[config.mk]
export PLATFORM = sky130hd
export DESIGN_NAME = isolated_input_port_filter_irq
export DESIGN_NICKNAME = d
export VERILOG_FILES = /design/src/core/isolated_input_pkg.sv /design/src/core/isolated_input_port_filter_irq.sv /design/src/core/input_glitch_filter.sv
export SDC_FILE = /design/constraint.sdc
export NUM_CORES = 2
export LEC_CHECK = 0
export BUFFER_PORTS_ARGS = -buffer_cell sky130_fd_sc_hd__buf_4
export CAP_MARGIN = 10
export CORE_MARGIN = 3
export CORE_UTILIZATION = 25
export DETAILED_ROUTE_END_ITERATION = 12
export PLACE_DENSITY = 0.51
export SYNTH_ARGS = -nofsm -noshare
export SYNTH_HDL_FRONTEND = slang
export SYNTH_SLANG_ARGS = --single-unit
[constraint.sdc]
create_clock -name clk -period 28 [get_ports clk]
set_input_delay 5.6 -clock clk [delete_from_list [all_inputs] [get_ports clk]]
set_output_delay 5.6 -clock clk [all_outputs]
set_load 0.005 [all_outputs]
[src/core/isolated_input_pkg.sv]
/*
 * Shared constants and carrier types for the isolated input port block:
 * register byte offsets, field widths, reset values and the timebase.
 * Assumes a byte-addressed host port with full 32-bit accesses only.
 */
package isolated_input_pkg;

	localparam int          NUM_CHANNELS     = 16;
	localparam int          ADDR_W           = 16;
	localparam int          DATA_W           = 32;
	localparam int          FILT_W           = 16;

	// Byte offsets
	localparam logic [15:0] OFS_INPUT_LEVEL  = 16'h0000;
	localparam logic [15:0] OFS_FILT_BASE    = 16'h00a0;
	localparam logic [15:0] OFS_FILT_LAST    = 16'h00dc;
	localparam logic [15:0] OFS_RISE_FLAG    = 16'h0100;
	localparam logic [15:0] OFS_RISE_EN      = 16'h0104;
	localparam logic [15:0] OFS_RISE_CLR     = 16'h0108;
	localparam logic [15:0] OFS_CHG_FLAG     = 16'h0110;
	localparam logic [15:0] OFS_CHG_EN       = 16'h0114;
	localparam logic [15:0] OFS_CHG_MASK     = 16'h0118;
	localparam logic [15:0] OFS_CHG_CLR      = 16'h011c;

	// Reset values
	localparam logic [15:0] RST_FILT_WIDTH   = 16'h0000;
	localparam logic [15:0] RST_CHAN_VEC     = 16'h0000;
	localparam logic        RST_CHG_EN       = 1'b0;

	// Timebase
	localparam int          CLK_PERIOD_NS    = 10;
	localparam int          TIMEBASE_NS      = 1000;
	localparam int          TIMEBASE_CYCLES  = (TIMEBASE_NS + CLK_PERIOD_NS - 1) / CLK_PERIOD_NS;
	localparam int          PRESCALE_W       = 7;

	typedef struct packed {
		logic [ADDR_W-1:0] addr;
		logic [DATA_W-1:0] wdata;
		logic              wr;
		logic              rd;
	} bus_req_t;

	typedef struct packed {
		logic              level;
		logic [FILT_W-1:0] count;
	} filt_state_t;

endpackage

[src/core/isolated_input_port_filter_irq.sv]
/*
 * Sixteen isolated inputs: live level, per-channel glitch filters,
 * rising-edge flags with request line, and a port-change detector.
 * Assumes a host port doing full-word accesses and an outside interrupt
 * controller that samples the two request levels.
 */
// Summary of operation
// - Host accesses every register as one full 32-bit word only.
// - Reading the level register gives one bit per input channel.
// - Channel bit reads 1 for high input; upper sixteen bits read zero.
// - Each channel filter accepts a new level only after it persisted.
// - Filter width sets persistence in microseconds, 0 to 65535.
// - After reset all filters are zero, inputs pass straight through.
// - A rising edge sets that channel's bit in the edge flag register.
// - Edge request is high while any enabled edge flag is set.
// - Disabled channels still set flags but do not raise the request.
// - All edge enable bits are cleared by reset.
// - Writing one to an edge clear bit clears the flag; clear self-returns.
// - Another interrupt needs every active flag cleared back to zero.
// - Select mask picks which channels take part in change detection.
// - A selected input change sets its change flag, and the request while change enable is set.
// - Writing a change clear bit clears the flag and re-arms request.
`timescale 1ns/100ps
module isolated_input_port_filter_irq
	import isolated_input_pkg::*;
#(
	parameter int N = NUM_CHANNELS
) (
	// Clock and reset
	input  wire logic              clk,
	input  wire logic              rst_b,
	// Isolated inputs
	input  wire logic [N-1:0]      input_channel,
	// Host register port
	input  wire bus_req_t          bus_req,
	output logic [DATA_W-1:0]      bus_rdata,
	output logic                   bus_rvalid,
	// Requests to the interrupt controller
	output logic                   rise_irq,
	output logic                   change_irq
);

	typedef struct packed {
		logic [N-1:0]             sync1;
		logic [N-1:0]             sync2;
		logic [PRESCALE_W-1:0]    prescale;
		logic                     tick;
		logic [N-1:0]             filt_prev;
		logic [N-1:0][FILT_W-1:0] width;
		logic [N-1:0]             rise_flag;
		logic [N-1:0]             rise_en;
		logic [N-1:0]             chg_flag;
		logic                     chg_en;
		logic [N-1:0]             chg_mask;
		logic [DATA_W-1:0]        rdata;
		logic                     rvalid;
		logic                     rise_irq;
		logic                     chg_irq;
	} top_state_t;

	top_state_t s_reg;
	top_state_t s_next;
	logic [1:0] rst_pipe;
	logic       rst_sync_b;
	logic [N-1:0] filt;

	// Reset release is synchronised so all state leaves reset on one edge
	always_ff @(posedge clk or negedge rst_b) begin
		if (!rst_b) begin
			rst_pipe <= 2'b00;
		end else begin
			rst_pipe <= {rst_pipe[0], 1'b1};
		end
	end
	assign rst_sync_b = rst_pipe[1];

	// Word-aligned filter register hit
	function automatic logic filt_hit(input logic [ADDR_W-1:0] a);
		filt_hit = (a >= OFS_FILT_BASE) && (a <= OFS_FILT_LAST) && (a[1:0] == 2'b00);
	endfunction

	function automatic logic [3:0] filt_idx(input logic [ADDR_W-1:0] a);
		logic [ADDR_W-1:0] d;
		d = a - OFS_FILT_BASE;
		filt_idx = d[5:2];
	endfunction

	genvar g;
	generate
		for (g = 0; g < N; g++) begin : g_filt
			input_glitch_filter #(
				.W          (FILT_W)
			) u_filt (
				.clk        (clk),
				.rst_sync_b (rst_sync_b),
				.tick_us    (s_reg.tick),
				.width      (s_reg.width[g]),
				.sample     (s_reg.sync2[g]),
				.level      (filt[g])
			);
		end
	endgenerate

	always_comb begin
		logic [N-1:0] rise_set;
		logic [N-1:0] chg_set;
		logic [N-1:0] rise_clr;
		logic [N-1:0] chg_clr;
		rise_set = '0;
		chg_set  = '0;
		rise_clr = '0;
		chg_clr  = '0;
		s_next   = s_reg;

		// Only sync2 reads sync1
		s_next.sync1 = input_channel;
		s_next.sync2 = s_reg.sync1;

		// Microsecond timebase
		if (s_reg.prescale == PRESCALE_W'(TIMEBASE_CYCLES - 1)) begin
			s_next.prescale = '0;
			s_next.tick     = 1'b1;
		end else begin
			s_next.prescale = s_reg.prescale + 7'h01;
			s_next.tick     = 1'b0;
		end

		// Detection on filtered levels
		s_next.filt_prev = filt;
		rise_set = filt & ~s_reg.filt_prev;
		chg_set  = (filt ^ s_reg.filt_prev) & s_reg.chg_mask;

		// Full-word writes; clear registers hold nothing so they read back zero
		if (bus_req.wr) begin
			if (filt_hit(bus_req.addr)) begin
				s_next.width[filt_idx(bus_req.addr)] = bus_req.wdata[FILT_W-1:0];
			end
			case (bus_req.addr)
				OFS_RISE_EN: begin
					s_next.rise_en = bus_req.wdata[N-1:0];
				end
				OFS_RISE_CLR: begin
					rise_clr = bus_req.wdata[N-1:0];
				end
				OFS_CHG_EN: begin
					s_next.chg_en = bus_req.wdata[0];
				end
				OFS_CHG_MASK: begin
					s_next.chg_mask = bus_req.wdata[N-1:0];
				end
				OFS_CHG_CLR: begin
					chg_clr = bus_req.wdata[N-1:0];
				end
				default: begin
				end
			endcase
		end

		// Set wins over a clear in the same cycle so no event is lost
		s_next.rise_flag = (s_reg.rise_flag & ~rise_clr) | rise_set;
		s_next.chg_flag  = (s_reg.chg_flag & ~chg_clr) | chg_set;

		// Levels stay high until every enabled flag is cleared
		s_next.rise_irq = |(s_next.rise_flag & s_next.rise_en);
		s_next.chg_irq  = s_next.chg_en & (|s_next.chg_flag);

		// Reads answer one cycle later; unmapped addresses read zero
		s_next.rvalid = bus_req.rd;
		s_next.rdata  = '0;
		if (bus_req.rd) begin
			if (filt_hit(bus_req.addr)) begin
				s_next.rdata = {16'h0000, s_reg.width[filt_idx(bus_req.addr)]};
			end
			case (bus_req.addr)
				OFS_INPUT_LEVEL: begin
					s_next.rdata = {16'h0000, filt};
				end
				OFS_RISE_FLAG: begin
					s_next.rdata = {16'h0000, s_reg.rise_flag};
				end
				OFS_RISE_EN: begin
					s_next.rdata = {16'h0000, s_reg.rise_en};
				end
				OFS_CHG_FLAG: begin
					s_next.rdata = {16'h0000, s_reg.chg_flag};
				end
				OFS_CHG_EN: begin
					s_next.rdata = {31'h0, s_reg.chg_en};
				end
				OFS_CHG_MASK: begin
					s_next.rdata = {16'h0000, s_reg.chg_mask};
				end
				default: begin
				end
			endcase
		end
	end

	always_ff @(posedge clk or negedge rst_sync_b) begin
		if (!rst_sync_b) begin
			s_reg          <= '0;
			s_reg.width    <= {N{RST_FILT_WIDTH}};
			s_reg.rise_en  <= RST_CHAN_VEC;
			s_reg.chg_en   <= RST_CHG_EN;
			s_reg.chg_mask <= RST_CHAN_VEC;
		end else begin
			s_reg <= s_next;
		end
	end

	assign bus_rdata  = s_reg.rdata;
	assign bus_rvalid = s_reg.rvalid;
	assign rise_irq   = s_reg.rise_irq;
	assign change_irq = s_reg.chg_irq;

endmodule

[src/core/input_glitch_filter.sv]
/*
 * One channel of the persistence filter: a new level is taken only after
 * it has stood for the programmed number of microsecond ticks.
 * Assumes a synchronised sample and a one-cycle tick every microsecond.
 */
`timescale 1ns/100ps
module input_glitch_filter
	import isolated_input_pkg::*;
#(
	parameter int W = FILT_W
) (
	// Clock and reset
	input  wire logic         clk,
	input  wire logic         rst_sync_b,
	// Timebase and configuration
	input  wire logic         tick_us,
	input  wire logic [W-1:0] width,
	// Data
	input  wire logic         sample,
	output logic              level
);

	filt_state_t s_reg;
	filt_state_t s_next;

	always_comb begin
		s_next = s_reg;
		if (sample == s_reg.level) begin
			s_next.count = '0;
		end else if (width == '0) begin
			s_next.level = sample;
			s_next.count = '0;
		end else if (tick_us) begin
			// Tick phase is free-running; the first tick only counts as partial, so
			// persistence is at least width us and at most one tick longer
			if (s_reg.count >= width) begin
				s_next.level = sample;
				s_next.count = '0;
			end else begin
				s_next.count = s_reg.count + 16'h0001;
			end
		end
	end

	always_ff @(posedge clk or negedge rst_sync_b) begin
		if (!rst_sync_b) begin
			s_reg <= '0;
		end else begin
			s_reg <= s_next;
		end
	end

	assign level = s_reg.level;

endmodule

# [Word level (Yosys, flattened, before mapping)]
# Index checks and enable logic that the tools add are counted.
[totals] wordCells=340 reg_bits=686 output_inout_bits=35 inputBits=68
[classes] n_reduce_logical=89 add_sub_neg=18 mux=98 eq_ne=24 magnitude_cmp=20 n_bitwise=28
[ops] operator="16-bit 2-to-1 mux" count=42
[ops] operator="17-bit 2-to-1 mux" count=33
[ops] operator="16-bit logical NOT" count=17
[ops] operator="16-bit by 1-bit adder with 16-bit output, second input constant" count=16
[ops] operator="256-bit bitwise mux" count=1
[ops] operator="16-bit >= comparator" count=16
[ops] operator="32-bit one-hot mux with 6 select lines" count=1
[ops] operator="16-bit by 9-bit equality test with 1-bit output, second input constant" count=7
[ops] operator="16-bit AND" count=5
[ops] operator="16-bit binary-select mux with 4-bit select" count=1
[ops] operator="16-bit demux with 4-bit select" count=1
[ops] operator="2-bit nonzero test" count=32
[ops] operator="16-bit inverter" count=3
[ops] operator="3-bit AND reduction" count=16
[ops] operator="3-bit nonzero test" count=16
[ops] operator="32-bit 2-to-1 mux" count=1
[ops] operator="16-bit bitwise OR" count=2
[ops] operator="16-bit OR reduction" count=2
[ops] operator="1-bit 2-to-1 mux" count=17
[ops] operator="1-bit equality test" count=16
[ops] operator="16-bit by 8-bit >= comparator with 1-bit output, second input constant" count=1
[ops] operator="16-bit by 8-bit less-or-equal comparator with 1-bit output, second input constant" count=1
[ops] operator="1-bit inverter" count=16
[ops] operator="16-bit XOR" count=1
[ops] operator="other kinds (10)" count=13

# [Logic depth before layout (Yosys ltp)]
[depth] depth_word=8 mapped_depth=12 mapped_depth_nobuf=10

# [Modules after synthesis]
# A second synthesis with hierarchy kept.
[hier_totals] hier_cells=3594 area_unflattened_um2=38864.8
[modules_own_cells] mod="input_glitch_filter" seq_area_each_um2=425.4 instances=16 area_per_inst_um2=1331.3 cells_each=151
[modules_own_cells] mod="isolated_input_port_filter_irq" seq_area_each_um2=9959.6 instances=1 area_per_inst_um2=17564.3 cells_each=1178

# [Worst setup path after synthesis]
# Ideal clock, no wire load.
[synth_timing] path_type="input to register" startpoint="input port bus_req[39] (netlist name)" endpoint="register s_reg (netlist bit rise_irq)" arrival_time_ns=7.567 stages=9 slack_ns=20.295 path_buffers=2 required_ns=27.861 setup_time_ns=0.139 path_cell_list="buf_2 > nor4_1 > nand4_1 > nor2_1 > buf_2 > mux2_2 > a22oi_1 > nand4_1 > nand4b_1"
[synth_rtl] element="start: declaration" line_no="isolated_input_port_filter_irq.sv:35" text="input wire bus_req_t bus_req,"
[synth_rtl] element="end signal: assignment" line_no="isolated_input_port_filter_irq.sv:207" text="s_reg <= s_next;"
[synth_rtl] element="end: declaration" line_no="isolated_input_port_filter_irq.sv:61" text="top_state_t s_reg;"

# [Final worst setup path]
[layout_timing] startpoint="input port bus_req[47] (netlist name)" endpoint="register s_reg[116] (netlist name)"
[layout_between] elab_chain_len=4 word_cells_on_any_way=5 cone_classes="order compare: 2; reduce/logical: 3"
[layout_lines] element="16-bit by 8-bit >= comparator with 1-bit output / 16-bit by 8-bit less-or-equal comparator with 1-bit output (equally long branches)" line_no="isolated_input_port_filter_irq.sv:79" text="filt_hit = (a >= OFS_FILT_BASE) && (a <= OFS_FILT_LAST) && (a[1:0] == 2'b00);"
[layout_lines] element="1-bit logical AND (*) (2 in a row)" line_no="isolated_input_port_filter_irq.sv:79"
[layout_lines] element="2-bit AND reduction (no source line) (*)"
# Every way passes the cells marked *; elsewhere a longest branch is shown, timed or not.
# A chain may end at the register's enable or synchronous reset.

==> flow_summary.json <==
{
  "synth.distinct_cells": 73,
  "final_area_um2": 43200,
  "drv_slew": 0,
  "synth_compound_area_frac": 0.130,
  "synth_area_um2": 37800,
  "slew-limit-headroom": 0.239,
  "cts_sinks": 670,
  "r2r_slack_ps": 24590,
  "yosysSeqAreaShare": 0.443,
  "grt_pass1_wl_um": 177000,
  "nets": 4188,
  "postSynth.asyncResetShare": 1.00,
  "synthSimpleGateAreaFrac": 0.163,
  "rows": 142,
  "worstSetupStartpointType": "input pin",
  "initial_utilization": 0.252,
  "dpl.hpwl_um": 82400,
  "outcome": "completed",
  "fmax_mhz": 116,
  "syn_inst": 3809,
  "cts_buffers": 80,
  "min-delay-start": "s_next[386]$_DFF_PN0_",
  "critical_path.max_fanout": 31,
  "syn_area_per_cell_um2": 9.93,
  "cts-root-buf": "clkbuf_16",
  "multi_input_area_um2": 19100,
  "placed_area_um2": 40400,
  "worst_slew_pin_slew_ps": 1140,
  "synth_xor_area_frac": 0.0222,
  "yosys.area_share.adder": 0.0956,
  "p_per_area_nw_per_um2": 50.8,
  "synth_edf_count": 0,
  "htree_num_levels": 3,
  "groute.usage.overall": 0.147,
  "vias": 28700,
  "post_cts.repair.setup_buffers": 0,
  "cp.arrival_ps": 9180,
  "areaGrowthSynthToFinish_pct": 14.2,
  "cts.repair.resized": 0,
  "remaining_drc_errors": 0,
  "via_per_inst": 4.85,
  "first_pass_iters": 8,
  "drt-total-wl_um": 116000,
  "whs_path_depth": 0,
  "rsz0062_at_grt": "false",
  "grt_pass1_vias": 28200,
  "drtIter0Drc": 2531,
  "setup.worst_path.end_class": "register",
  "cts_hold_buffers": 0,
  "reg2reg_to": "g_filt[0].u_filt.s_reg[11]$_DFFE_PN0P_",
  "ys_seq_elements": 670,
  "synth_top_area_cell": "dfrtp_1",
  "grt_max_degree": 160,
  "synth_top_family_by_area": "simple AND/OR/NAND/NOR gates",
  "crit_type": "in2reg",
  "synth_top_area_frac": 0.443,
  "synth_most_common_cell": "dfrtp_1",
  "path_clk_slew_ps": 60,
  "largest_register_ffs": 361,
  "required_ps": 28550,
  "avgRoutedWirePerCell_um": 19.6,
  "cts_tree": "built",
  "ios": 103,
  "setup-violations-final": 0,
  "coreArea_um2": 150000,
  "gp_congestion": 0.866,
  "ant_nets": 0,
  "portBuffers": 70,
  "fillers": 15600,
  "leakage_nw": 20.7,
  "drive_gt1_frac": 0.129,
  "yosys-top-cells-count": "dfrtp_1, nand2_1, inv_1, o21ai_0, ha_1",
  "synth_area_leaders": "dfrtp_1, ha_1, mux4_2, nand2_1, mux2_2",
  "synth_mux_area_frac": 0.0930,
  "antenna_found_initial": 13,
  "reg2reg_depth": 3,
  "hold_class": "reg2reg",
  "overflow": 0,
  "min_to": "s_reg[386]$_DFF_PN0_",
  "post-route-period-util": 0.308,
  "dieArea_um2": 156000,
  "tns_ps": 0,
  "fin_worst_skew_ps": 29.8,
  "fin_crit_ps": 8630,
  "r2r_start": "rst_pipe[1]$_DFF_PN0_",
  "drv_cap": 0,
  "final_hold_viol_count": 0,
  "yosysWarnings": 0,
  "regArea_um2": 16800,
  "die_h_um": 395,
  "clockBufferDepth": 3,
  "clk_latency_ps": 680,
  "synthFlopType": "dfrtp_1",
  "ir_worst_vdd_v": 0.0000440,
  "die-width_um": 395
}
## power by group
group / leakage, nW / internal [W] / total [W] / switching [W]
Combinational: 11.1 / 0.0000295 / 0.000100 / 0.0000705
Sequential: 8.26 / 0.000976 / 0.000985 / 0.00000900
Clock: 1.35 / 0.000667 / 0.00111 / 0.000442
Total: 20.7 / 0.00167 / 0.00219 / 0.000521
## through the flow
step | power [W] | cells | setup WS (ps) | util | hold slack [ps]
2_1_floorplan | 0.00106 | 3824 | 7940 | - | 331
3_3_place_gp | 0.00110 | 5764 | 18790 | 0.269 | 335
3_5_place_dp | 0.00110 | 5764 | 18740 | 0.269 | 335
4_1_cts | 0.00222 | 5904 | 19470 | 0.288 | 347
5_1_grt | 0.00227 | 5905 | 19170 | 0.288 | 350
6_report | 0.00219 | 5908 | 19370 | 0.288 | 333
## area by class of cell
type | instances | area share
repair buffers | 106 | 0.0190
inverters | 311 | 0.0270
diodes | 3 | 0.000174
clock buffers | 107 | 0.0541
multi-input cells | 2662 | 0.443
flip-flops and latches | 670 | 0.388
well taps | 2016 | 0.0584
clock inverters | 33 | 0.00973
## routing by layer
layer | routed length [µm] | GRT usage | part of all wire | vias to the layer above
met3 | 8250 | 0.0370 | 0.071 | 162
met2 | 51700 | 0.228 | 0.45 | 688
met1 | 52500 | 0.202 | 0.45 | 14200
met4 | 3320 | 0.0434 | 0.029 | 4
li1 | - | - | - | 13600
met5 | 31 | 0 | 0.00027 | -
## critical path, stage by stage
cell and delay (ps):
buf_4 120, nor4_4 300, nand3_2 330, nor2_1 200, and3_1 710, nand3_1 480, nor2_2 1000, mux2_2 420
## cells by family after synthesis
logic type	after synthesis
and+or+nand+nor	1259
AOI/OAI and AO/OA	768
DFF	670
buffers and inverters	492
adders and majority gates	289
muxes	233
xor gates and xnor gates	96
other	2
## layout by cell type (no fill, tap or decap), types with 10 or more instances in the layout
cell and n:
and2_1 19, and4_1 25, a21o_1 153, a22oi_1 22, or2_2 13, nor3_1 35, mux4_2 80, o21ai_0 307
conb_1 17, ha_1 289, xor2_1 63, buf_4 104, o311ai_0 25, and3_1 83, a22o_1 25, nand2_1 451
a211oi_1 20, dfrtp_1 668, a222oi_1 15, nand4_1 71, mux2_2 146, nor2_1 214, xnor2_1 33, nor2b_1 41
nand3_1 136, clkbuf_16 83, or3_1 23, nand2b_1 38, clkbuf_8 17, a41oi_1 10, o31ai_1 24, nor4_1 66
inv_1 311, a211o_1 19, clkinv_2 14, a21oi_1 88, a31oi_1 19
## how the worst max path moves through the flow
stage                           from                      to  slack, ps  depth (start not counted)
3_3_place_gp             bus_req[47]  s_reg[116]$_DFFE_PN0P_      18790                          8
4_1_cts                  bus_req[47]  s_reg[116]$_DFFE_PN0P_      19470                          8
2_1_floorplan  rst_pipe[1]$_DFF_PN0_  bus_rdata[0]$_DFF_PN0_       7940                          0
6_report                 bus_req[47]  s_reg[116]$_DFFE_PN0P_      19370                          8
5_1_grt                  bus_req[47]  s_reg[116]$_DFFE_PN0P_      19170                          8
3_5_place_dp             bus_req[47]  s_reg[116]$_DFFE_PN0P_      18740                          8
(Power assumes the default switching activity.)
